### src/epp_pkg.sv
// constants, register map and state types of the encoder post-processing block
package epp_pkg;
   // clock and time base
   localparam int CLK_PERIOD_NS = 20;
   localparam int NS_PER_MS = 1000000;
   localparam int CYC_PER_MS = NS_PER_MS / CLK_PERIOD_NS;
   localparam int QUAD_STEP_NS = 1000;
   localparam int QUAD_STEP_CYC = (QUAD_STEP_NS + CLK_PERIOD_NS - 1) / CLK_PERIOD_NS;
   localparam int CFG_EFFECT_MS = 1;
   // push detection times, in ms (one ms tick each), and the average shift
   localparam int PUSH_SLOPE_MS = 500;
   localparam int PUSH_MAX_MS = 10000;
   localparam int PUSH_MIN_NOM_MS = 10;
   localparam int PUSH_MIN_LPM2_MS = 40;
   localparam int PUSH_MIN_DEEPEST_LOW_POWER_STATE_MS = 150;
   localparam int RELAX_NOM_MS = 40;
   localparam int RELAX_DEEPEST_LOW_POWER_STATE_MS = 150;
   localparam int PULSE_MIN_MS = 40;
   localparam int PULSE_MAX_MS = 50;
   localparam int RECOVERY_MS = 5000;
   localparam int AVG_SHIFT = 6;
   // watchdog
   localparam int WD_TIME_MS = 60000;
   localparam logic [11:0] WD_WINDOW_LSB = 12'h004;
   // register byte offsets
   localparam logic [4:0] OFS_CONFIG = 5'h00;
   localparam logic [4:0] OFS_PUSH_THR = 5'h04;
   localparam logic [4:0] OFS_MIN_FIELD = 5'h08;
   localparam logic [4:0] OFS_STATUS = 5'h0c;
   localparam logic [4:0] OFS_ANGLE = 5'h10;
   localparam logic [4:0] OFS_IRQ_STS = 5'h14;
   localparam logic [4:0] OFS_IRQ_MASK = 5'h18;
   // config_word fields
   localparam int CFG_PM_LSB = 0;
   localparam int CFG_OUTPUT_HYSTERESIS_SEL_LSB = 2;
   localparam int CFG_SF_LSB = 4;
   localparam int CFG_FTH_LSB = 6;
   localparam int CFG_WD_BIT = 9;
   // status fields
   localparam int ST_MAG_BIT = 0;
   localparam int ST_PUSH_BIT = 1;
   localparam int ST_PS_LSB = 2;
   localparam int ST_FAST_BIT = 4;
   // interrupt status bits
   localparam int IRQ_PUSH_RISE = 0;
   localparam int IRQ_PUSH_FALL = 1;
   localparam int IRQ_MAG_LOST = 2;
   localparam int IRQ_WD_SLEEP = 3;
   // reset values
   localparam logic [9:0] CONFIG_RST = 10'h000;
   localparam logic [7:0] PUSH_THR_RST = 8'h20;
   localparam logic [7:0] MIN_FIELD_RST = 8'h10;
   localparam logic [3:0] IRQ_MASK_RST = 4'h0;
   // state types
   typedef enum logic [1:0] {
      PS_NOM = 2'b00,
      PS_LPM1 = 2'b01,
      PS_LPM2 = 2'b10,
      PS_DEEPEST_LOW_POWER_STATE = 2'b11
   } power_state_t;
   typedef enum logic [2:0] {
      P_IDLE = 3'b000,
      P_PRESS = 3'b001,
      P_HIGH = 3'b010,
      P_RELAX = 3'b011,
      P_RECOVER = 3'b100
   } push_state_t;
endpackage

### src/encoder_post_processing.sv
// angle filter, quadrature output, push detection and power modes of a rotary sensor
//
// The placing of the registers and the Avalon-MM slave port were chosen for this implementation.
`timescale 1ns/1ps
// Function
// - after startup, emit quadrature steps equal to the absolute angle, counting up
// - push output rises on fast field increase, falls on fast field decrease
// - threshold 0..255 applied over long average; crossing within 500 ms asserts push
// - slow field drift never makes a push; average follows the drift
// - push valid from 10/10/40/150 ms by mode up to 10000 ms
// - push pulse stays high at least 40 ms, at most 50 ms minimum
// - after a very long push, detection works again within 5000 ms
// - fast filter threshold code 000 leaves only the slow filter
// - slow filter code sets step delay 2.2, 1.1, 0.55, 0.286 ms
// - fast filter engages above slow-to-fast, leaves below fast-to-slow threshold
// - engaged fast filter acts as slow setting 11, then slow filter resumes
// - output hysteresis 1 to 3 LSB on the 12-bit angle
// - field below minimum level freezes quadrature and clears magnet present
// - state machine runs three low-power modes chosen by power mode select
// - any low-power mode disables the fast filter
// - watchdog drops to deepest mode after angle stays within 4 LSB one minute
// - new configuration reaches the outputs within 1 ms
module encoder_post_processing #(
   parameter int CYC_MS = epp_pkg::CYC_PER_MS,
   parameter int PUSH_MAX = epp_pkg::PUSH_MAX_MS,
   parameter int RECOVER = epp_pkg::RECOVERY_MS,
   parameter int WD_TIME = epp_pkg::WD_TIME_MS
) (
   // clock and reset
   input wire logic sys_clk,
   input wire logic rst_n,
   // avalon-mm slave
   input wire logic [4:0] address,
   input wire logic read,
   input wire logic write,
   input wire logic [3:0] byteenable,
   input wire logic [31:0] writedata,
   output logic [31:0] readdata,
   output logic waitrequest,
   // sensor front end
   input wire logic [11:0] angle_in,
   input wire logic angle_valid,
   input wire logic [7:0] field_in,
   // encoder outputs
   output logic quad_a,
   output logic quad_b,
   output logic push_out,
   output logic magnet_present_flag,
   output logic irq
);
   import epp_pkg::*;

   function automatic logic [11:0] abs_diff(input logic [11:0] a, input logic [11:0] b);
      logic [11:0] d;
      d = a - b;
      abs_diff = d[11] ? 12'(-d) : d;
   endfunction

   function automatic logic [11:0] fth_up(input logic [2:0] c);
      logic [11:0] v;
      v = 12'h000;
      unique case (c)
         3'b001: v = 12'h006;
         3'b010: v = 12'h007;
         3'b011: v = 12'h009;
         3'b100: v = 12'h012;
         3'b101: v = 12'h015;
         3'b110: v = 12'h018;
         3'b111: v = 12'h00a;
         default: v = 12'hfff;
      endcase
      fth_up = v;
   endfunction

   function automatic logic [11:0] fth_dn(input logic [2:0] c);
      logic [11:0] v;
      v = 12'h001;
      if (c[2] & c[1] & c[0]) begin
         v = 12'h004;
      end else if (c[2]) begin
         v = 12'h002;
      end
      fth_dn = v;
   endfunction

   // each code halves the time constant of the one before
   function automatic logic [2:0] sf_shift(input logic [1:0] c);
      sf_shift = 3'(3'h4 - {1'b0, c});
   endfunction

   // bus and registers
   logic waitrequest_r;
   logic [31:0] readdata_r;
   logic [9:0] cfg_r;
   logic [7:0] thr_r;
   logic [7:0] min_fld_r;
   logic [3:0] irq_sts_r;
   logic [3:0] irq_mask_r;
   logic irq_r;
   logic [31:0] rd_val;
   logic wr_acc;
   logic rd_acc;
   // time base
   logic [15:0] ms_cnt_r;
   logic ms_tick_r;
   // filter and angle
   logic [15:0] filt_r;
   logic primed_r;
   logic prime2_r;
   logic fast_eng_r;
   logic [11:0] ang_r;
   logic [15:0] filt_d;
   logic signed [15:0] filt_step;
   logic signed [15:0] filt_shr;
   logic [2:0] k_sel;
   logic [11:0] in_diff;
   logic fast_allowed;
   // magnet and quadrature
   logic magnet_r;
   logic [11:0] qpos_r;
   logic [7:0] qcnt_r;
   logic startup_r;
   logic quad_a_r;
   logic quad_b_r;
   logic [11:0] q_gap;
   // power and watchdog
   power_state_t power_state_r;
   logic [11:0] wd_ref_r;
   logic [15:0] wd_cnt_r;
   logic wd_hit;
   // push
   push_state_t push_state_r;
   logic push_r;
   logic [15:0] avg_r;
   logic [15:0] sl_cnt_r;
   logic [15:0] dur_cnt_r;
   logic [15:0] aux_cnt_r;
   logic signed [16:0] avg_d;
   logic signed [16:0] avg_step;
   logic [8:0] lvl;
   logic above;
   logic tracking;
   logic snap;
   logic [15:0] min_dur;
   logic [15:0] relax_gap;
   // event edges
   logic push_prev_r;
   logic mag_prev_r;
   logic deepest_low_power_state_prev_r;
   logic [3:0] ev;

   wire [1:0] pm_sel = cfg_r[CFG_PM_LSB +: 2];
   wire [1:0] output_hysteresis_sel_sel = cfg_r[CFG_OUTPUT_HYSTERESIS_SEL_LSB +: 2];
   wire [1:0] sf_sel = cfg_r[CFG_SF_LSB +: 2];
   wire [2:0] fth_sel = cfg_r[CFG_FTH_LSB +: 3];
   wire wd_en = cfg_r[CFG_WD_BIT];

   assign readdata = readdata_r;
   assign waitrequest = waitrequest_r;
   assign irq = irq_r;
   assign quad_a = quad_a_r;
   assign quad_b = quad_b_r;
   assign push_out = push_r;
   assign magnet_present_flag = magnet_r;

   // ---------------- avalon slave: one wait state per access ----------------
   assign wr_acc = write & ~waitrequest_r;
   assign rd_acc = read & ~waitrequest_r;

   always_comb begin
      rd_val = 32'h0000_0000;
      unique case (address)
         OFS_CONFIG: rd_val[9:0] = cfg_r;
         OFS_PUSH_THR: rd_val[7:0] = thr_r;
         OFS_MIN_FIELD: rd_val[7:0] = min_fld_r;
         OFS_STATUS: begin
            rd_val[ST_MAG_BIT] = magnet_r;
            rd_val[ST_PUSH_BIT] = push_r;
            rd_val[ST_PS_LSB +: 2] = power_state_r;
            rd_val[ST_FAST_BIT] = fast_eng_r;
         end
         OFS_ANGLE: rd_val[11:0] = ang_r;
         OFS_IRQ_STS: rd_val[3:0] = irq_sts_r;
         OFS_IRQ_MASK: rd_val[3:0] = irq_mask_r;
         default: rd_val = 32'h0000_0000;
      endcase
   end

   always_ff @(posedge sys_clk or negedge rst_n) begin
      if (!rst_n) begin
         waitrequest_r <= 1'b1;
         readdata_r <= 32'h0000_0000;
      end else if ((read | write) & waitrequest_r) begin
         waitrequest_r <= 1'b0;
         readdata_r <= read ? rd_val : 32'h0000_0000;
      end else begin
         waitrequest_r <= 1'b1;
      end
   end

   // settings act on the next clock, well inside the limit
   always_ff @(posedge sys_clk or negedge rst_n) begin
      if (!rst_n) begin
         cfg_r <= CONFIG_RST;
         thr_r <= PUSH_THR_RST;
         min_fld_r <= MIN_FIELD_RST;
         irq_mask_r <= IRQ_MASK_RST;
      end else if (wr_acc) begin
         if (address == OFS_CONFIG && byteenable[0]) begin
            cfg_r[7:0] <= writedata[7:0];
         end
         if (address == OFS_CONFIG && byteenable[1]) begin
            cfg_r[9:8] <= writedata[9:8];
         end
         if (address == OFS_PUSH_THR && byteenable[0]) begin
            thr_r <= writedata[7:0];
         end
         if (address == OFS_MIN_FIELD && byteenable[0]) begin
            min_fld_r <= writedata[7:0];
         end
         if (address == OFS_IRQ_MASK && byteenable[0]) begin
            irq_mask_r <= writedata[3:0];
         end
      end
   end

   // ---------------- interrupts: read clears, a new event wins ----------------
   assign ev[IRQ_PUSH_RISE] = push_r & ~push_prev_r;
   assign ev[IRQ_PUSH_FALL] = ~push_r & push_prev_r;
   assign ev[IRQ_MAG_LOST] = ~magnet_r & mag_prev_r;
   assign ev[IRQ_WD_SLEEP] = (power_state_r == PS_DEEPEST_LOW_POWER_STATE) & ~deepest_low_power_state_prev_r & wd_hit;

   always_ff @(posedge sys_clk or negedge rst_n) begin
      if (!rst_n) begin
         irq_sts_r <= 4'h0;
         irq_r <= 1'b0;
         push_prev_r <= 1'b0;
         mag_prev_r <= 1'b0;
         deepest_low_power_state_prev_r <= 1'b0;
      end else begin
         irq_sts_r <= ((rd_acc && address == OFS_IRQ_STS) ? 4'h0 : irq_sts_r) | ev;
         irq_r <= |(irq_sts_r & irq_mask_r);
         push_prev_r <= push_r;
         mag_prev_r <= magnet_r;
         deepest_low_power_state_prev_r <= (power_state_r == PS_DEEPEST_LOW_POWER_STATE);
      end
   end

   // ---------------- 1 ms time base ----------------
   always_ff @(posedge sys_clk or negedge rst_n) begin
      if (!rst_n) begin
         ms_cnt_r <= 16'h0000;
         ms_tick_r <= 1'b0;
      end else if (ms_cnt_r == 16'(CYC_MS - 1)) begin
         ms_cnt_r <= 16'h0000;
         ms_tick_r <= 1'b1;
      end else begin
         ms_cnt_r <= ms_cnt_r + 16'h0001;
         ms_tick_r <= 1'b0;
      end
   end

   // ---------------- angle filter ----------------
   // 12.4 fixed point; the modular difference keeps the wrap at 0/4095 smooth
   assign fast_allowed = (fth_sel != 3'b000) && (power_state_r == PS_NOM);
   assign k_sel = fast_eng_r ? sf_shift(2'b11) : sf_shift(sf_sel);
   assign filt_d = {angle_in, 4'h0} - filt_r;
   assign filt_shr = $signed(filt_d) >>> k_sel;
   // a step that shifts to nothing still creeps, or the output stalls one lsb low
   assign filt_step = (filt_shr == 16'sh0000 && filt_d != 16'h0000) ? 16'sh0001 : filt_shr;
   assign in_diff = abs_diff(angle_in, filt_r[15:4]);

   always_ff @(posedge sys_clk or negedge rst_n) begin
      if (!rst_n) begin
         filt_r <= 16'h0000;
         primed_r <= 1'b0;
      end else if (angle_valid) begin
         primed_r <= 1'b1;
         // first sample loads directly so startup does not chase a ramp
         filt_r <= primed_r ? filt_r + filt_step : {angle_in, 4'h0};
      end
   end

   always_ff @(posedge sys_clk or negedge rst_n) begin
      if (!rst_n) begin
         fast_eng_r <= 1'b0;
      end else if (!fast_allowed) begin
         fast_eng_r <= 1'b0;
      end else if (angle_valid && !fast_eng_r && in_diff > fth_up(fth_sel)) begin
         fast_eng_r <= 1'b1;
      end else if (angle_valid && fast_eng_r && in_diff < fth_dn(fth_sel)) begin
         fast_eng_r <= 1'b0;
      end
   end

   // output hysteresis: code equals the band in LSB
   always_ff @(posedge sys_clk or negedge rst_n) begin
      if (!rst_n) begin
         ang_r <= 12'h000;
         prime2_r <= 1'b0;
      end else begin
         prime2_r <= primed_r;
         if (abs_diff(filt_r[15:4], ang_r) > {10'h000, output_hysteresis_sel_sel}) begin
            ang_r <= filt_r[15:4];
         end
      end
   end

   // ---------------- magnet detection ----------------
   always_ff @(posedge sys_clk or negedge rst_n) begin
      if (!rst_n) begin
         magnet_r <= 1'b0;
      end else begin
         magnet_r <= (field_in >= min_fld_r);
      end
   end

   // ---------------- quadrature output ----------------
   // startup counts only upward from zero so the host sees the absolute angle
   assign q_gap = ang_r - qpos_r;

   always_ff @(posedge sys_clk or negedge rst_n) begin
      if (!rst_n) begin
         qpos_r <= 12'h000;
         qcnt_r <= 8'h00;
         startup_r <= 1'b1;
      end else begin
         qcnt_r <= (qcnt_r == 8'(QUAD_STEP_CYC - 1)) ? 8'h00 : qcnt_r + 8'h01;
         if (prime2_r && magnet_r && qpos_r == ang_r) begin
            startup_r <= 1'b0;
         end
         if (qcnt_r == 8'h00 && prime2_r && magnet_r && q_gap != 12'h000) begin
            if (startup_r || !q_gap[11]) begin
               qpos_r <= qpos_r + 12'h001;
            end else begin
               qpos_r <= qpos_r - 12'h001;
            end
         end
      end
   end

   always_ff @(posedge sys_clk or negedge rst_n) begin
      if (!rst_n) begin
         quad_a_r <= 1'b0;
         quad_b_r <= 1'b0;
      end else begin
         quad_a_r <= qpos_r[1] ^ qpos_r[0];
         quad_b_r <= qpos_r[1];
      end
   end

   // ---------------- power modes and watchdog ----------------
   assign wd_hit = wd_en && (wd_cnt_r == 16'(WD_TIME));

   always_ff @(posedge sys_clk or negedge rst_n) begin
      if (!rst_n) begin
         wd_ref_r <= 12'h000;
         wd_cnt_r <= 16'h0000;
      end else if (abs_diff(ang_r, wd_ref_r) > WD_WINDOW_LSB) begin
         wd_ref_r <= ang_r;
         wd_cnt_r <= 16'h0000;
      end else if (ms_tick_r && wd_cnt_r != 16'(WD_TIME)) begin
         wd_cnt_r <= wd_cnt_r + 16'h0001;
      end
   end

   always_ff @(posedge sys_clk or negedge rst_n) begin
      if (!rst_n) begin
         power_state_r <= PS_NOM;
      end else if (wd_hit) begin
         power_state_r <= PS_DEEPEST_LOW_POWER_STATE;
      end else begin
         unique case (pm_sel)
            2'b00: power_state_r <= PS_NOM;
            2'b01: power_state_r <= PS_LPM1;
            2'b10: power_state_r <= PS_LPM2;
            2'b11: power_state_r <= PS_DEEPEST_LOW_POWER_STATE;
         endcase
      end
   end

   // ---------------- push detection ----------------
   always_comb begin
      min_dur = 16'(PUSH_MIN_NOM_MS);
      relax_gap = 16'(RELAX_NOM_MS);
      unique case (power_state_r)
         PS_NOM, PS_LPM1: min_dur = 16'(PUSH_MIN_NOM_MS);
         PS_LPM2: min_dur = 16'(PUSH_MIN_LPM2_MS);
         PS_DEEPEST_LOW_POWER_STATE: begin
            min_dur = 16'(PUSH_MIN_DEEPEST_LOW_POWER_STATE_MS);
            relax_gap = 16'(RELAX_DEEPEST_LOW_POWER_STATE_MS);
         end
      endcase
   end

   // average is frozen while pressed so the press cannot erase itself
   assign tracking = (push_state_r == P_IDLE) || (push_state_r == P_RELAX) || (push_state_r == P_RECOVER);
   assign avg_d = $signed({1'b0, field_in, 8'h00}) - $signed({1'b0, avg_r});
   assign avg_step = avg_d >>> AVG_SHIFT;
   assign lvl = {1'b0, avg_r[15:8]} + {1'b0, thr_r};
   assign above = {1'b0, field_in} > lvl;
   assign snap = (push_state_r == P_RECOVER) && (aux_cnt_r >= 16'(RECOVER));

   always_ff @(posedge sys_clk or negedge rst_n) begin
      if (!rst_n) begin
         avg_r <= 16'h0000;
      end else if (snap) begin
         avg_r <= {field_in, 8'h00};
      end else if (ms_tick_r && tracking) begin
         avg_r <= avg_r + avg_step[15:0];
      end
   end

   // ms since the field was last at or under the rounded average; truncated it stalls below
   always_ff @(posedge sys_clk or negedge rst_n) begin
      if (!rst_n) begin
         sl_cnt_r <= 16'h0000;
      end else if ({1'b0, field_in} <= {1'b0, avg_r[15:8]} + {8'h00, avg_r[7]}) begin
         sl_cnt_r <= 16'h0000;
      end else if (ms_tick_r && sl_cnt_r <= 16'(PUSH_SLOPE_MS)) begin
         sl_cnt_r <= sl_cnt_r + 16'h0001;
      end
   end

   always_ff @(posedge sys_clk or negedge rst_n) begin
      if (!rst_n) begin
         push_state_r <= P_IDLE;
         push_r <= 1'b0;
         dur_cnt_r <= 16'h0000;
         aux_cnt_r <= 16'h0000;
      end else begin
         if (ms_tick_r) begin
            dur_cnt_r <= dur_cnt_r + 16'h0001;
            aux_cnt_r <= aux_cnt_r + 16'h0001;
         end
         unique case (push_state_r)
            P_IDLE: begin
               dur_cnt_r <= 16'h0000;
               // a slow crossing is left to the average to absorb
               if (above && sl_cnt_r <= 16'(PUSH_SLOPE_MS)) begin
                  push_state_r <= P_PRESS;
               end
            end
            P_PRESS: begin
               aux_cnt_r <= 16'h0000;
               if (!above) begin
                  push_state_r <= P_IDLE;
               end else if (dur_cnt_r >= min_dur) begin
                  push_state_r <= P_HIGH;
                  push_r <= 1'b1;
               end
            end
            P_HIGH: begin
               if (dur_cnt_r >= 16'(PUSH_MAX)) begin
                  push_state_r <= P_RECOVER;
                  push_r <= 1'b0;
                  aux_cnt_r <= 16'h0000;
               end else if (!above && aux_cnt_r >= 16'(PULSE_MIN_MS)) begin
                  push_state_r <= P_RELAX;
                  push_r <= 1'b0;
                  aux_cnt_r <= 16'h0000;
               end
            end
            P_RELAX: begin
               if (aux_cnt_r >= relax_gap) begin
                  push_state_r <= P_IDLE;
               end
            end
            P_RECOVER: begin
               if (!above || snap) begin
                  push_state_r <= P_IDLE;
               end
            end
            default: begin
               push_state_r <= P_IDLE;
               push_r <= 1'b0;
            end
         endcase
      end
   end

endmodule

### config.mk
export PLATFORM = sky130hd
export DESIGN_NAME = encoder_post_processing
export DESIGN_NICKNAME = d
export VERILOG_FILES = /design/src/epp_pkg.sv /design/src/encoder_post_processing.sv
export SDC_FILE = /design/constraint.sdc
export NUM_CORES = 1
export LEC_CHECK = 0
export BUFFER_PORTS_ARGS = -buffer_cell sky130_fd_sc_hd__clkbuf_2
export CORE_ASPECT_RATIO = 1.75
export CORE_MARGIN = 1
export CORE_UTILIZATION = 35
export DETAILED_ROUTE_END_ITERATION = 6
export PLACE_DENSITY_LB_ADDON = 0.05
export RECOVER_POWER = 50
export SLEW_MARGIN = 0
export SYNTH_ARGS = -nofsm -noshare
export SYNTH_HDL_FRONTEND = slang
export SYNTH_SLANG_ARGS = --single-unit
### constraint.sdc
create_clock -name sys_clk -period 7.3 [get_ports sys_clk]
set_clock_uncertainty 0.1 [all_clocks]
set_input_delay 1.46 -clock sys_clk [delete_from_list [all_inputs] [get_ports sys_clk]]
set_output_delay 1.46 -clock sys_clk [all_outputs]
set_load 0.02 [all_outputs]
==> out/qor.csv <==
stage,metric,value,unit
min_path,hold crit path type,reg2reg,
critical_path,slowest CP cell,o211ai_1,
run,Max Cap Violations,3,
sta,fin crit period,6740,ps
floorplan,I/O pin cnt,104,
synthesis,cell with the most instances after synthesis,dfrtp_1,
synthesis,"Seq/Total Area, Yosys",0.309,
floorplan,Core Region,50500,µm²
detailed_routing,Via density,5.33,
power,pwr dens,448,nW/µm²
critical_path,cell repeated most along the worst path,o21ai_0,
sta,fin. max-slew vios,156,
floorplan,Die X,173,µm
synthesis,Post-Syn Area,17900,µm²
critical_path,Startpoint Class,primary input,
synthesis,share of the synthesized area in the top cell type,0.303,
sta,fin crit share,0.923,
synthesis,Post-synth EDFFs,0,
detailed_routing,detailed-route wire length per cell,18.8,µm
floorplan,Initial Util,0.355,
synthesis,YS warnings,0,
synthesis,synth cell count leaders,"217 x dfrtp_1, 202 x nor2_1, 172 x ha_1, 152 x inv_1, 145 x nand2_1",
critical_path,"slowest stage delay, CP",530,ps
sta,Fmax achieved,0.148,GHz
place,Area after DPL,19400,µm²
sta,Hold WS,341,ps
detailed_routing,drt initial violations,573,
clock_tree,H-tree depth,1,
place,placed insts,2804,
critical_path,crit path kind,in2reg,
clock_tree,Post-CTS Hold Buffers,0,
clock_tree,"Reg clk slew, reported paths",60,ps
synthesis,Synth Instances,2062,
global_routing,final global-route overflow total,0,
finish,Storage cell area,5540,µm²
sta,setup violators final,0,
sta,worst-margin pin slew,2990,ps
synthesis,Main synth FF type,dfrtp_1,
place,RePlAce Congestion,0.906,
detailed_routing,DR pass1 iterations,6,
power,leakage power,0.00940,µW
clock_tree,Bufs on Longest Clock Path,3,
finish,share of cells above drive strength 1,0.118,
finish,Fill cells,5160,
clock_tree,PostCTS Resize Cnt,0,
place,PortBufs,59,
sta,unrepaired setup endpoints after global routing,no,
critical_path,Worst Path Required,7590,ps
synthesis,Area contributors post-synth,"dfrtp_1 30%, ha_1 12%, xnor2_1 4.8%",
critical_path,Worst path depth,25,
floorplan,Die ar.,52100,µm²
finish,Layout Nets,2412,
finish,# diodes,0,
critical_path,"Buf+Inv Stages, Crit Path",3,
synthesis,Seq cells post-synth,221,
status,violations in the final reports,"capacitance limit, slew limit",
clock_tree,postcts setup bufs,0,
global_routing,largest net degree at the start of global routing,116,
sta,Fin. Hold Viols,0,
floorplan,Row Count,109,
detailed_routing,WL final,53.7,mm
synthesis,Async SR Flop Fraction,1.00,
synthesis,Unique masters post-synth,85,
min_path,Min-Delay Path Depth,1,
place,dpl hpwl,42.2,mm
finish,Finished Cell Area,20200,µm²
global_routing,first-pass GRT wire length,85.5,mm
clock_tree,CTS tree,yes,
critical_path,Worst Path Arrival,7020,ps
critical_path,CP Max Fanout,7,
status,run status,"complete, but fails checks",
detailed_routing,Vias,15200,
sta,relative slew slack,-0.994,
clock_tree,Clock Latency Late Sink,580,ps
global_routing,antenna violations before repair,6,
detailed_routing,drt drc,0,
critical_path,Worst R2R Path Depth,25,
floorplan,die height,301,µm
finish,multi-input logic area,11500,µm²
clock_tree,Clock Tree Root,clkbuf_16,
critical_path,Critical Path Sink Type,flop,
finish,area grow syn2layout,12.8,%
global_routing,gr usage total,0.208,
detailed_routing,"antenna viol nets, final",0,
global_routing,vias in the first global route,15800,
finish,Post-Layout Cell Count,2852,
synthesis,post-synth top area cell,dfrtp_1,
clock_tree,TritonCTS Buffers,26,
critical_path,Top Family by Delay on Critical Path,compound AO/OA/AOI/OAI gates,
clock_tree,Clock Sink Count,221,
synthesis,Post-Syn Area per Cell,8.69,µm²
power,Tot Pwr,9050,µW
power,Peak VDD IR,0.000385,V
[state kept, by name, indices dropped and copies added, names as in the netlist, 16 cells and up]
signal	flops
aux_cnt_r	16
avg_r	16
dur_cnt_r	16
filt_r	16
ms_cnt_r	16
sl_cnt_r	16
wd_cnt_r	16
[cell usage in the layout (no fill, tap or decap), types with 8 or more instances in the layout]
| cell type | n |
|---|---|
| dfrtp_1 | 217 |
| nor2_1 | 202 |
| ha_1 | 172 |
| inv_1 | 152 |
| nand2_1 | 145 |
| a21oi_1 | 124 |
| o21ai_0 | 112 |
| xnor2_1 | 99 |
| xor2_1 | 77 |
| buf_4 | 76 |
| mux2i_1 | 72 |
| nor3_1 | 59 |
| clkbuf_2 | 58 |
| nand3_1 | 48 |
| nand4_1 | 41 |
| a21o_1 | 41 |
| mux2_2 | 39 |
| nor2b_1 | 34 |
| clkbuf_16 | 26 |
| and3_1 | 21 |
| conb_1 | 20 |
| nand2b_1 | 19 |
| nor4_1 | 19 |
| o21a_1 | 19 |
| a31oi_1 | 18 |
| o21bai_1 | 14 |
| or3_1 | 14 |
| and2_1 | 13 |
| a211oi_1 | 13 |
| o211ai_1 | 12 |
| o31ai_1 | 12 |
| a21boi_0 | 10 |
| o22ai_1 | 9 |
| nor3b_1 | 9 |
| or2_2 | 8 |
| fa_1 | 8 |
[cell families after synthesis]
family / Yosys count / synth area share
xor gates and xnor gates: 178 / 0.0879
muxes: 112 / 0.0660
buffers and inverters: 235 / 0.0546
and+or+nand+nor: 671 / 0.185
other: 1 / 0.000209
adders and majority gates: 181 / 0.130
DFF: 221 / 0.309
AOI/OAI and AO/OA: 463 / 0.168
[layout make-up]
| class | count | share of cell area |
|---|---|---|
| multi-input cells | 1625 | 0.568 |
| flip-flops and latches | 221 | 0.274 |
| repair buffers | 140 | 0.0445 |
| well taps | 666 | 0.0412 |
| clock buffers | 30 | 0.0344 |
| inverters | 152 | 0.0282 |
| clock inverters | 18 | 0.00972 |
[metal layers]
layer | track usage | vias to the layer above | wire length [µm]
met5 | 0 | - | 76
met1 | 0.217 | 7385 | 20600
li1 | - | 7506 | -
met4 | 0.0849 | 12 | 2200
met3 | 0.0280 | 106 | 1720
met2 | 0.411 | 205 | 29100
[final timing paths]
| kind | start | end | slack, ps |
|---|---|---|---|
| max reg2reg | filt_r[9] | filt_r[14] | 960 |
| min reg2reg | deepest_low_power_state_prev_r | irq_sts_r[3] | 340 |
| min | deepest_low_power_state_prev_r | irq_sts_r[3] | 340 |
| max | angle_in[5] | filt_r[14] | 560 |
| max in group asynchronous | rst_n | qcnt_r[1] | 3590 |
| min in group asynchronous | rst_n | avg_r[4] | 1770 |
[where the power goes]
group | internal [µW] | switching, µW
sequential | 1380 | 220
clock | 795 | 587
combinational | 2570 | 3500
[metrics by stage]
step / setup TNS (ps) / setup WS, ps / utilization
after detailed placement: -66.5 / -66.5 / 0.383
final: 0 / 563 / 0.401
after floorplan: 0 / 932 / -
after global routing: 0 / 90.8 / 0.401
after CTS: 0 / 505 / 0.401
after global placement: -115 / -115 / 0.383
No activity file was read; power rests on OpenSTA's default activity.
